<file path="src/hdl/lfm_pkg.sv">
`default_nettype none
package lfm_pkg;
  // ==========================================================================
  // Sizes and register map
  // ==========================================================================
  localparam int          NUM_CH        = 6;
  localparam logic [7:0]  ADDR_FAULT    = 8'h02;
  localparam logic [7:0]  ADDR_MASK     = 8'h09;
  localparam logic [7:0]  RESET_MASK    = 8'h00;
  localparam logic [7:0]  RESET_FAULT   = 8'h00;
  // Fault register layout: bits 5..0 per channel, bit 6 input fault,
  // bit 7 input protection switch tripped.
  localparam int          FLT_INPUT_BIT = 6;
  localparam int          FLT_TRIP_BIT  = 7;

  // ==========================================================================
  // Current limit staircase, in milliamps
  // ==========================================================================
  localparam logic [11:0] ILIM_STEP_MA  = 12'h0113;   // 275 mA per step.
  localparam logic [2:0]  ILIM_LAST_STEP = 3'h7;      // Seven more steps.
  localparam logic [11:0] ILIM_FINAL_MA = 12'h0898;   // 2200 mA.

  // ==========================================================================
  // Timing
  // ==========================================================================
  localparam int CLK_KHZ          = 25000;
  localparam int SS_TOTAL_US      = 8000;
  localparam int SS_STEP_CYC      = (SS_TOTAL_US * (CLK_KHZ / 1000) + 7) / 8;
  localparam int OPEN_HOT_US      = 800;
  localparam int OPEN_HOT_CYC     = OPEN_HOT_US * (CLK_KHZ / 1000);
  localparam logic [2:0] OPEN_DIM_CYCLES = 3'h6;

  // ==========================================================================
  // Types
  // ==========================================================================
  typedef enum logic [2:0] {
    LFM_RESET, LFM_INRUSH, LFM_PRECHARGE, LFM_SOFTSTART, LFM_RUN, LFM_SHUTDOWN
  } lfm_state_t;

  typedef enum logic [1:0] {
    LFM_CH_UNKNOWN, LFM_CH_GOOD, LFM_CH_OPEN, LFM_CH_OFF
  } lfm_ch_state_t;

  // Analog comparator results from the supervisory front end.
  typedef struct packed {
    logic inputUndervoltageLockout;
    logic inrushSwitchOn;
    logic switchNodeAbove;      // Switch node above the start threshold.
    logic overvoltageAtLimit;
    logic overvoltageAbove20;   // Overvoltage sense above 20 % of target.
    logic inputOverLimit;
    logic tempAboveLower;
    logic switchOverLimit;      // Switch current above present limit.
  } lfm_sense_t;

  typedef struct packed {
    logic [5:0] currentAtTarget;
    logic [5:0] stringShortDetect;
    logic       ledStable;
    logic       dimCycleTick;
    logic       lowDimSlow;     // Low dimming frequency with small duty.
  } lfm_chan_sense_t;
endpackage
`default_nettype wire

</file>
<file path="src/hdl/lfm_channel.sv">
`default_nettype none
module lfm_channel (
  // Clock and reset
  input  wire logic mclk,
  input  wire logic resetn,
  // Control
  input  wire logic running,
  input  wire logic masked,
  input  wire logic stable,
  input  wire logic forceOpen,
  input  wire logic hot,
  input  wire logic dimTick,
  // Monitors
  input  wire logic atTarget,
  input  wire logic shortDetect,
  // Results
  output logic      enable,
  output logic      faulted
);
  import lfm_pkg::*;

  lfm_ch_state_t state;
  lfm_ch_state_t next_state;
  logic [15:0]   hotCount;
  logic [15:0]   next_hotCount;
  logic [2:0]    dimCount;
  logic [2:0]    next_dimCount;
  logic          next_faulted;

  // ==========================================================================
  // Classification
  // ==========================================================================
  // Apparent shorts and drops below target are ignored while the loop is
  // unsettled, so a current step never knocks a good string out.
  always_comb begin
    next_state    = state;
    next_hotCount = hotCount;
    next_dimCount = dimCount;
    next_faulted  = faulted;
    if (!running || masked) begin
      if (!running) begin
        next_state = LFM_CH_UNKNOWN;
      end else begin
        next_state = LFM_CH_OFF;
      end
      next_hotCount = '0;
      next_dimCount = '0;
    end else begin
      case (state)
        LFM_CH_UNKNOWN: begin
          if (stable && shortDetect) begin
            next_state   = LFM_CH_OFF;
            next_faulted = 1'b1;
          end else if (atTarget) begin
            next_state = LFM_CH_GOOD;
          end else if (forceOpen) begin
            next_state = LFM_CH_OPEN;
          end
        end
        LFM_CH_GOOD: begin
          if (stable && shortDetect) begin
            next_state   = LFM_CH_OFF;
            next_faulted = 1'b1;
          end else if (stable && !atTarget) begin
            next_state = LFM_CH_OPEN;
          end
        end
        LFM_CH_OPEN: begin
          if (atTarget) begin
            next_state    = LFM_CH_GOOD;
            next_hotCount = '0;
            next_dimCount = '0;
          end else if (hot) begin
            next_hotCount = hotCount + 16'h0001;
            if (hotCount >= 16'(OPEN_HOT_CYC - 1)) begin
              next_state   = LFM_CH_OFF;
              next_faulted = 1'b1;
            end
          end else if (dimTick) begin
            next_dimCount = dimCount + 3'h1;
            if (dimCount >= OPEN_DIM_CYCLES - 3'h1) begin
              next_state   = LFM_CH_OFF;
              next_faulted = 1'b1;
            end
          end
        end
        LFM_CH_OFF: next_state = LFM_CH_OFF;
        default:    next_state = LFM_CH_UNKNOWN;
      endcase
    end
  end

  // Faults latch until reset so the host may read them later.
  always_ff @(posedge mclk or negedge resetn) begin
    if (!resetn) begin
      state    <= LFM_CH_UNKNOWN;
      hotCount <= '0;
      dimCount <= '0;
      faulted  <= 1'b0;
    end else begin
      state    <= next_state;
      hotCount <= next_hotCount;
      dimCount <= next_dimCount;
      faulted  <= next_faulted;
    end
  end

  assign enable = running && (state != LFM_CH_OFF);

  // Hot open time-out ends exactly at the count.
  hot_timeout_a: assert property (@(posedge mclk) disable iff (!resetn)
    (state == LFM_CH_OPEN && hot && running && !masked && !atTarget
     && hotCount == 16'(OPEN_HOT_CYC - 1)) |=> state == LFM_CH_OFF)
    else $error("open channel not disabled at hot time-out");
endmodule // lfm_channel
`default_nettype wire

</file>
<file path="src/hdl/lfm_fault_manager.sv">
`default_nettype none
module lfm_fault_manager (
  // Clock and reset
  input  wire logic                    mclk,
  input  wire logic                    resetn,
  // Analog monitors
  input  wire lfm_pkg::lfm_sense_t     sense,
  input  wire lfm_pkg::lfm_chan_sense_t chanSense,
  // Register port from the serial management bus
  input  wire logic [7:0]              regAddr,
  input  wire logic                    regWrite,
  input  wire logic [7:0]              regWdata,
  input  wire logic                    regRead,
  output logic [7:0]                   regRdata,
  // Power stage controls
  input  wire logic                    pwmOnRequest,
  output logic                         switchGate,
  output logic [11:0]                  currentLimitMa,
  output logic                         startCurrentInject,
  output logic                         inputSwitchOff,
  output logic [5:0]                   channelEnable
);
  import lfm_pkg::*;

  // ==========================================================================
  // Start-up sequencer
  // ==========================================================================
  lfm_state_t state;
  lfm_state_t next_state;
  logic       ovpArmed;
  logic       next_ovpArmed;
  logic       tripped;
  logic       next_tripped;
  logic       inputFault;
  logic       next_inputFault;
  logic       ssStart;
  logic       ssDone;
  logic [11:0] ssLimit;
  logic       running;

  // Undervoltage beats everything: the sequencer goes back to LFM_RESET; latched faults stay.
  always_comb begin
    next_state      = state;
    next_ovpArmed   = ovpArmed;
    next_tripped    = tripped;
    next_inputFault = inputFault;
    if (sense.overvoltageAbove20) begin
      next_ovpArmed = 1'b1;
    end else if (ovpArmed) begin
      next_tripped  = 1'b1;
      next_ovpArmed = 1'b0;
    end
    if (sense.inputUndervoltageLockout) begin
      next_state    = LFM_RESET;
      next_ovpArmed = 1'b0;
    end else begin
      case (state)
        LFM_RESET:     next_state = LFM_INRUSH;
        LFM_INRUSH: begin
          if (sense.inrushSwitchOn) begin
            next_state = LFM_PRECHARGE;
          end
        end
        LFM_PRECHARGE: begin
          if (sense.switchNodeAbove) begin
            next_state = LFM_SOFTSTART;
          end
        end
        LFM_SOFTSTART: begin
          if (ssDone) begin
            next_state = LFM_RUN;
          end
        end
        LFM_RUN:      next_state = LFM_RUN;
        LFM_SHUTDOWN: next_state = LFM_SHUTDOWN;
        default:      next_state = LFM_RESET;
      endcase
      if (sense.inputOverLimit && state != LFM_RESET) begin
        next_state      = LFM_SHUTDOWN;
        next_inputFault = 1'b1;
      end
      if (next_tripped) begin
        next_state = LFM_SHUTDOWN;
      end
    end
  end

  always_ff @(posedge mclk or negedge resetn) begin
    if (!resetn) begin
      state      <= LFM_RESET;
      ovpArmed   <= 1'b0;
      tripped    <= 1'b0;
      inputFault <= 1'b0;
    end else begin
      state      <= next_state;
      ovpArmed   <= next_ovpArmed;
      tripped    <= next_tripped;
      inputFault <= next_inputFault;
    end
  end

  assign ssStart = (state == LFM_SOFTSTART) || (state == LFM_RUN);
  assign running = ssStart;
  assign startCurrentInject = (state == LFM_PRECHARGE);
  assign inputSwitchOff     = tripped;

  lfm_softstart u_softstart (
    .mclk    (mclk),
    .resetn  (resetn),
    .start   (ssStart),
    .slowDim (chanSense.lowDimSlow),
    .limitMa (ssLimit),
    .done    (ssDone)
  );

  // ==========================================================================
  // Cycle-by-cycle current limit
  // ==========================================================================
  // Combinational cut-off: one register stage of delay would let the
  // inductor current overshoot the limit by a full clock.
  assign switchGate = running && pwmOnRequest
                      && !sense.switchOverLimit;

  always_ff @(posedge mclk or negedge resetn) begin
    if (!resetn) begin
      currentLimitMa <= '0;
    end else begin
      currentLimitMa <= running ? ssLimit : ILIM_STEP_MA;
    end
  end

  // ==========================================================================
  // Channels
  // ==========================================================================
  logic [7:0] mask;
  logic [7:0] next_mask;
  logic [5:0] chFaulted;
  logic [5:0] chEnable;
  logic       forceOpen;

  assign forceOpen = sense.overvoltageAtLimit || sense.tempAboveLower;

  genvar ch;
  generate
    for (ch = 0; ch < NUM_CH; ch++) begin : g_ch
      lfm_channel u_channel (
        .mclk        (mclk),
        .resetn      (resetn),
        .running     (running && state != LFM_SHUTDOWN),
        .masked      (mask[ch]),
        .stable      (chanSense.ledStable),
        .forceOpen   (forceOpen),
        .hot         (sense.tempAboveLower),
        .dimTick     (chanSense.dimCycleTick),
        .atTarget    (chanSense.currentAtTarget[ch]),
        .shortDetect (chanSense.stringShortDetect[ch]),
        .enable      (chEnable[ch]),
        .faulted     (chFaulted[ch])
      );
    end
  endgenerate

  // ==========================================================================
  // Registers
  // ==========================================================================
  // Mask register: host writes disable channels; a channel that fails is
  // set here too so the host can see it. A hardware set wins over a write.
  always_comb begin
    next_mask = mask;
    if (regWrite && regAddr == ADDR_MASK) begin
      next_mask = regWdata;
    end
    next_mask[5:0] = next_mask[5:0] | chFaulted;
  end

  always_ff @(posedge mclk or negedge resetn) begin
    if (!resetn) begin
      mask <= RESET_MASK;
    end else begin
      mask <= next_mask;
    end
  end

  // Status shows channel faults only for channels that failed on their own,
  // not those the host masked; faults are latched inside each channel.
  logic [7:0] faultStatus;
  assign faultStatus = {tripped, inputFault, chFaulted};

  logic [7:0] next_regRdata;
  always_comb begin
    next_regRdata = regRdata;
    if (regRead) begin
      case (regAddr)
        ADDR_FAULT: next_regRdata = faultStatus;
        ADDR_MASK:  next_regRdata = mask;
        default:    next_regRdata = 8'h00;
      endcase
    end
  end

  always_ff @(posedge mclk or negedge resetn) begin
    if (!resetn) begin
      regRdata <= RESET_FAULT;
    end else begin
      regRdata <= next_regRdata;
    end
  end

  assign channelEnable = (state == LFM_SHUTDOWN) ? 6'h00 : chEnable;

  // ==========================================================================
  // Checks
  // ==========================================================================
  no_early_switch_a: assert property (@(posedge mclk) disable iff (!resetn)
    (state == LFM_INRUSH || state == LFM_PRECHARGE) |-> !switchGate)
    else $error("switching before inrush done");

  current_cut_a: assert property (@(posedge mclk) disable iff (!resetn)
    sense.switchOverLimit |-> !switchGate)
    else $error("switch on above current limit");

  overcurrent_off_a: assert property (@(posedge mclk) disable iff (!resetn)
    (sense.inputOverLimit && state != LFM_RESET
     && !sense.inputUndervoltageLockout)
    |=> channelEnable == 6'h00 && faultStatus[FLT_INPUT_BIT])
    else $error("channels alive after input overcurrent");

  input_undervoltage_lockout_reset_a: assert property (@(posedge mclk) disable iff (!resetn)
    sense.inputUndervoltageLockout |=> state == LFM_RESET
    && !switchGate)
    else $error("no reset on undervoltage");

  precharge_wait_a: assert property (@(posedge mclk) disable iff (!resetn)
    (state == LFM_PRECHARGE && !sense.switchNodeAbove
     && !sense.inputUndervoltageLockout && !sense.inputOverLimit
     && !next_tripped) |=> state == LFM_PRECHARGE)
    else $error("started before switch node threshold");

  ovp_trip_a: assert property (@(posedge mclk) disable iff (!resetn)
    ($past(sense.overvoltageAbove20) && !sense.overvoltageAbove20
     && !sense.inputUndervoltageLockout)
    |=> inputSwitchOff && faultStatus[FLT_TRIP_BIT])
    else $error("input switch not tripped on falling sense");

  fault_mask_a: assert property (@(posedge mclk) disable iff (!resetn)
    $rose(chFaulted[0]) |=> mask[0])
    else $error("failed channel not shown in mask");

  fault_latch_a: assert property (@(posedge mclk) disable iff (!resetn)
    chFaulted[0] |=> chFaulted[0])
    else $error("fault bit not latched");
endmodule // lfm_fault_manager
`default_nettype wire

</file>
<file path="src/hdl/lfm_softstart.sv">
`default_nettype none
module lfm_softstart (
  // Clock and reset
  input  wire logic        mclk,
  input  wire logic        resetn,
  // Control
  input  wire logic        start,
  input  wire logic        slowDim,
  // Result
  output logic [11:0]      limitMa,
  output logic             done
);
  import lfm_pkg::*;

  logic [2:0]  step;
  logic [2:0]  next_step;
  logic [19:0] count;
  logic [19:0] next_count;
  logic        slowHalf;
  logic        next_slowHalf;

  // ==========================================================================
  // Staircase
  // ==========================================================================
  // A slow, sparse dimming pattern doubles each step so the output cap
  // charges at the low limit.
  always_comb begin
    next_step     = step;
    next_count    = count;
    next_slowHalf = slowHalf;
    if (!start) begin
      next_step     = '0;
      next_count    = '0;
      next_slowHalf = 1'b0;
    end else if (step != ILIM_LAST_STEP || !done) begin
      if (count >= 20'(SS_STEP_CYC - 1)) begin
        next_count = '0;
        if (slowDim && !slowHalf) begin
          next_slowHalf = 1'b1;
        end else begin
          next_slowHalf = 1'b0;
          if (step != ILIM_LAST_STEP) begin
            next_step = step + 3'h1;
          end
        end
      end else begin
        next_count = count + 20'h0_0001;
      end
    end
  end

  always_ff @(posedge mclk or negedge resetn) begin
    if (!resetn) begin
      step     <= '0;
      count    <= '0;
      slowHalf <= 1'b0;
    end else begin
      step     <= next_step;
      count    <= next_count;
      slowHalf <= next_slowHalf;
    end
  end

  // Limit is (step+1) times 275 mA, reaching 2.2 A at the top.
  assign limitMa = 12'((13'(step) + 13'h1) * 13'(ILIM_STEP_MA));
  // The last step is doubled too when dimming is slow and sparse.
  assign done    = start && (step == ILIM_LAST_STEP)
                   && (count >= 20'(SS_STEP_CYC - 1))
                   && !(slowDim && !slowHalf);

  final_limit_a: assert property (@(posedge mclk) disable iff (!resetn)
    done |-> limitMa == ILIM_FINAL_MA)
    else $error("soft-start finished below final limit");
endmodule // lfm_softstart
`default_nettype wire

</file>
<file path="config.mk">
export PLATFORM = sky130hd
export DESIGN_NAME = lfm_fault_manager
export DESIGN_NICKNAME = d
export VERILOG_FILES = /design/src/hdl/lfm_pkg.sv /design/src/hdl/lfm_channel.sv /design/src/hdl/lfm_fault_manager.sv /design/src/hdl/lfm_softstart.sv
export SDC_FILE = /design/constraint.sdc
export NUM_CORES = 1
export LEC_CHECK = 0
export BUFFER_PORTS_ARGS = -buffer_cell sky130_fd_sc_hd__buf_2
export CAP_MARGIN = 20
export CORE_MARGIN = 2
export CORE_UTILIZATION = 56
export DETAILED_ROUTE_END_ITERATION = 8
export GPL_ROUTABILITY_DRIVEN = 0
export PLACE_DENSITY = 0.77
export SYNTH_ARGS = -nofsm -noshare
export SYNTH_HDL_FRONTEND = slang
export SYNTH_HIERARCHICAL = 1
export SYNTH_SLANG_ARGS = --single-unit
</file>
<file path="constraint.sdc">
create_clock -name mclk -period 3.9 [get_ports mclk]
set_input_delay 0.195 -clock mclk [delete_from_list [all_inputs] [get_ports mclk]]
set_output_delay 0.195 -clock mclk [all_outputs]
set_load 0.03 [all_outputs]
</file>
# Yosys cells after proc, flatten, opt, wreduce, memory -nomap -nowiden
# Cells that the tools add are included.
[op_classes]
addsub = 15
mul = 1
order_cmp = 13
eq_ne = 107
mux = 191
bitwise = 8
n_reduce_logical = 113
[op_table]
columns = ["operator", "count"]
rows = [
  ["$mux 16", 24],
  ["$mux 2", 62],
  ["$mux 3", 41],
  ["$add 16x1->16 const B", 6],
  ["$ge 16x15->1 const B", 6],
  ["$ne 5x3->1 const B", 19],
  ["$mux 20", 3],
  ["$pmux 2 s4", 6],
  ["$mux 1", 44],
  ["$reduce_and 7->1", 6],
  ["$reduce_bool 3->1", 13],
  ["$ne 3x2->1 const B", 12],
  ["$ne 5x4->1 const B", 7],
  ["$reduce_and 5->1", 6],
  ["$logic_and 1x1->1", 27],
  ["$ne 2x2->1 const B", 13],
  ["$eq 2x2->1 const B", 12],
  ["$ne 3x3->1 const B", 8],
  ["$ne 4x1->1 const B", 6],
  ["$reduce_bool 2->1", 12],
  ["$add 3x1->3 const B", 7],
  ["$reduce_and 3->1", 7],
  ["$add 20x1->20 const B", 1],
  ["$ge 20x15->1 const B", 1],
  ["26 further kinds", 99],
]
[word_totals]
regBits = 190
inputBits = 44
out_inout_bits = 29
elab_cells = 483

# Logic depth before layout (Yosys ltp)
[depth]
depth_word = 10
mapped_depth = 12
depth_no_buf = 12

# By module
# The synthesis kept the hierarchy.
[by_module_without_submodules]
columns = ["mod", "n_inst", "cells_each", "area_each_um2", "seq_area_each_um2"]
rows = [
  ["lfm_channel", 6, 151, 1357.6, 550.5],
  ["lfm_softstart", 1, 162, 1634.1, 600.6],
  ["lfm_fault_manager", 1, 137, 1525.2, 850.8],
]

# Least setup slack after synthesis
# OpenSTA, ideal clock, no wires.
[synth_path]
path_kind = "flip-flop to flip-flop"
from = "reg, netlist name state[1]"
to = "reg g_ch[0].u_channel.hotCount[3]"
arrival_ns = 3.896
required_ns = 3.821
slack_ns = -0.075
path_stages_with_launch = 10
path_buffers = 3
cell_sequence = "dfrtp_1 > clkbuf_2 > nand2b_1 > o21ai_0 > nand2b_1 > a21oi_1 > buf_2 > buf_2 > o21ai_0 > a21oi_1"
[synth_lines]
columns = ["element", "line_no", "source"]
rows = [
  ["to (signal assigned)", "lfm_channel.sv:102", "hotCount <= next_hotCount;"],
  ["to (decl)", "lfm_channel.sv:24", "logic [15:0] hotCount;"],
]

# Worst setup path after layout
[layout_path]
from = "reg u_softstart.step[0]"
to = "reg currentLimitMa[10]"
[layout_via]
elab_chain_cells = 3
[layout_lines]
columns = ["element", "line_no", "source"]
rows = [
  ["from (decl)", "lfm_softstart.sv:15", "logic [2:0] step;"],
  ["from (signal assigned)", "lfm_softstart.sv:58", "step <= next_step;"],
  ["$add 3x1->4", "lfm_softstart.sv:65", "assign limitMa = 12'((13'(step) + 13'h1) * 13'(ILIM_STEP_MA));"],
  ["$mul 13x9->12", "lfm_softstart.sv:65", ""],
  ["named net ssLimit[10]", "lfm_fault_manager.sv:38", "logic [11:0] ssLimit;"],
  ["$mux 12", "lfm_fault_manager.sv:128", "currentLimitMa <= running ? ssLimit : ILIM_STEP_MA;"],
  ["to (signal assigned)", "lfm_fault_manager.sv:128", ""],
  ["to (decl)", "lfm_fault_manager.sv:18", "output logic [11:0] currentLimitMa,"],
]
# The timed path passes the listed nets, and every way through them passes these cells.
# A chain may end at the register's enable or synchronous reset.

==> summary.md <==
| Metric | Value |
|---|---|
| Initial core utilization | `57.5%` |
| Initial antenna violation count | `1` |
| Final WL | `26400 um` |
| Nature of the critical path endpoint | `flip-flop` |
| Setup CP Type | `reg2reg` |
| Cell taking the most area after synthesis | `dfrtp_1` |
| Residual DRC count | `0` |
| TritonCTS clock tree | `yes` |
| Layout cells sized above 1 | `between 10% and 20%` |
| Slew margin rel. | `about two fifths` |
| Synth cell types | `73` |
| Longest Clk Path Bufs | `2` |
| Hold Path Class | `in2reg` |
| Drt first pass iters | `7` |
| Synthesized Nets | `between 1000 and 1500` |
| Top FF cell, synth | `dfrtp_1` |
| Placed instance count | `1511` |
| Setup crit start kind | `flip-flop` |
| Total number of vias | `9752` |
| Post-route cell area | `0.0126 mm^2` |
| Number of max-cap violations | `0` |
| Post-CTS Setup Inserts | `0` |
| Post-synth ARST share | `100%` |
| Largest net degree at the start of global routing | `107` |
| Skew-Pair Late Insertion Delay | `0.43 ns` |
| Worst Path Buf+Inv | `1` |
| Iter 0 DRT Violations | `806` |
| Finished Layout Cells | `between 1500 and 2000` |
| WP data required | `4.23 ns` |
| Die Wd | `146 um` |
| Vias per cell | `6.29` |
| Total Nets Final | `between 1000 and 1500` |
| Worst path top cell family by delay | `adder cells` |
| Clk pin slew, worst setup/hold paths | `0.07 ns` |
| TritonCTS Buffers | `17` |
| Remaining Overflow, GRT | `0` |
| Post-route antenna net violation count | `0` |
| Fin crit period | `2.93 ns` |
| Placed cell areas | `~0.012 mm^2` |
| Slew @ Worst Pin | `0.930 ns` |
| Critical Path AT | `3.26 ns` |
| Setup-failing EPs final | `0` |
| Clk sink count | `between 150 and 200` |
| Final Cycle Share | `75.0%` |
| Crit-path most repeated cell | `ha_1` |
| PortBufs | `a little over 70` |
| Critical-path maximum fanout | `6` |
| Worst-path cell chain | `ha_1 -> ha_1 -> inv_1 -> ha_1 -> ha_1 -> ha_1 -> a21o_1 -> a21oi_1 -> nor2b_1 -> nand2_1 -> xnor2_1 -> and2_1` |
| RSZ-0062 raised after global routing | `false` |
| Syn. warnings | `6` |
| Synthesis-to-layout area growth | `11.2%` |
| Leakage | `between 4 and 5 nW` |
| Mean area per synthesized cell | `9.38 um^2` |
| Final Slew Violations | `0` |
| Total global-route track usage | `25.3%` |
| Vias in the first global route | `roughly 9400` |
| Number of synthesized register bits | `190` |
| Worst VDD drop | `0.285 mV` |
| Pwr/cell area | `327 mW/mm^2` |
| First-pass GRT wire length | `45100 um` |
| Core area | `~0.02 mm^2` |
| Synth top cells by count | `190 x dfrtp_1, 98 x nand2_1, 70 x a21oi_1` |
| Total negative slack | `0 ns` |
| Worst path slowest cell | `dfrtp_1` |
| Hold Fails Final Rpt | `0` |
| Detailed-route wire length per cell | `17.0 um` |
| Worst path max stage delay | `~0.45 ns` |
| Die height | `146 um` |
| Tot Pwr | `4.11 mW` |
| Clock Skews | `0.00939 ns` |
| Mapped cell area | `0.0113 mm^2` |
| Die ar. | `about 0.021 mm^2` |
| Top cells by area, synth | `dfrtp_1 42%, ha_1 3.5%, nand2_1 3.3%` |
| Post-DP HPWL | `18000 um` |
| CTS Root Cell | `clkbuf_16` |
| Num rows | `roughly 50` |
| Yosys top cell area share | `a little over two fifths` |
| Status | `finished clean` |
| Gate Count Post-Synth | `between 1000 and 1500` |
| CTS H-tree depth | `4` |
| Top Ports | `73` |
| FMAX | `0.342 GHz` |
| Count leader, synth | `dfrtp_1` |
| EDFF count, synth | `0` |
| Final hold slack | `0.0354 ns` |
| Seq/Total Area, Yosys | `a little over two fifths` |
==> placed cells by master (no fill, tap or decap), types with 8 or more instances in the layout <==
| cell type | synthesis | final |
|---|---|---|
| a21o_1 | 13 | 13 |
| a21oi_1 | 70 | 70 |
| a22oi_1 | 8 | 8 |
| and2_1 | 24 | 24 |
| and3_1 | 12 | 12 |
| buf_2 | 33 | 71 |
| buf_4 | 0 | 15 |
| clkbuf_16 | 0 | 17 |
| dfrtp_1 | 190 | 190 |
| ha_1 | 32 | 32 |
| inv_1 | 58 | 58 |
| mux2i_1 | 24 | 24 |
| nand2_1 | 98 | 98 |
| nand2b_1 | 45 | 45 |
| nand3_1 | 45 | 45 |
| nand3b_1 | 25 | 25 |
| nand4_1 | 26 | 26 |
| nor2_1 | 63 | 63 |
| nor2b_1 | 22 | 22 |
| nor3_1 | 13 | 13 |
| nor3b_1 | 8 | 8 |
| nor4_1 | 15 | 15 |
| o211ai_1 | 20 | 20 |
| o21a_1 | 12 | 12 |
| o21ai_0 | 43 | 42 |
| o22ai_1 | 14 | 14 |
| o311ai_0 | 23 | 23 |
| o311ai_1 | 13 | 13 |
| o31ai_1 | 38 | 38 |
| o41ai_1 | 36 | 36 |
| or2_2 | 10 | 10 |
| or3_1 | 20 | 20 |
| or4_1 | 30 | 30 |
| xnor2_1 | 10 | 10 |
==> state kept, by name (all words and copies together) (netlist names) <==
register and cells:
inputSwitchOff 1, u_softstart/slowHalf 1, g_ch.u_channel/faulted 6, g_ch.u_channel/state 12, u_softstart/count 20, regRdata 8, g_ch.u_channel/hotCount 96, g_ch.u_channel/dimCount 18
state 3, u_softstart/step 3, currentLimitMa 12, inputFault 1, ovpArmed 1, mask 8
==> path summary, 6_finish.rpt <==
path	start	end	slack, ns	cells after the start
max	u_softstart/step[0]	currentLimitMa[10]	0.97	12
min reg2reg	inputFault	inputFault	0.50	1
max in group asynchronous	resetn	g_ch[2].u_channel/dimCount[0]	2.53	3
max reg2reg	u_softstart/step[0]	currentLimitMa[10]	0.97	12
min	regWdata[1]	mask[1]	0.04	3
min in group asynchronous	resetn	g_ch[1].u_channel/hotCount[8]	0.37	2
==> metrics by stage <==
stage / setup WS (ns) / util [%]
finish: 0.973 / 63.9
global placement: 1.05 / 60.4
floorplan: 0.714 / -
CTS: 0.955 / 63.9
global route: 0.810 / 63.9
detailed placement: 0.989 / 60.4
==> layer usage <==
| layer | global-route usage, % | wire [um] | up-vias |
|---|---|---|---|
| li1 | - | - | 4742 |
| met1 | 35.2 | 12400 | 4762 |
| met5 | 0 | 0 | - |
| met4 | 7.33 | 491 | 0 |
| met2 | 41.4 | 12400 | 216 |
| met3 | 3.81 | 1070 | 32 |
==> power breakdown <==
part           total (mW)  internal, mW  switching, mW
sequential           2.01          1.98         0.0240
clock                1.87          1.04          0.832
combinational       0.236        0.0843          0.152
total                4.11          3.10           1.01
==> repair_timing <==
action | 4_1_cts | 5_1_grt
hold endpoints to repair | 110 | 0
hold buffers | 6 | 0
resized for setup | 0 | 0
==> tightest hold or removal path: stages <==
cell and delay, ns:
buf_2 0.08, nor2_1 0.03, mux2i_1 0.11
==> final cells by class <==
class                      instances  area (um^2)
multi-input combinational        910         6080
inverter                          59          224
timing repair buffer              93          542
clock buffer                      17          425
sequential                       190         4750
fill                            1652         7090
clock inverter                    15          203
tap                              265          332
antenna                            1         2.50
==> cells by family (layout without fill, tap and decap cells) <==
logic type	Yosys count	after routing	synth area share (%)
AOI/OAI and AO/OA	344	344	21.9
xor gates and xnor gates	12	12	0.930
adders and majority gates	32	32	3.54
buffers and inverters	105	184	4.15
DFF	190	190	42.1
muxes	26	26	2.39
other	0	1	0
and+or+nand+nor	496	496	25.0
No activity file was read; power rests on OpenSTA's default activity.
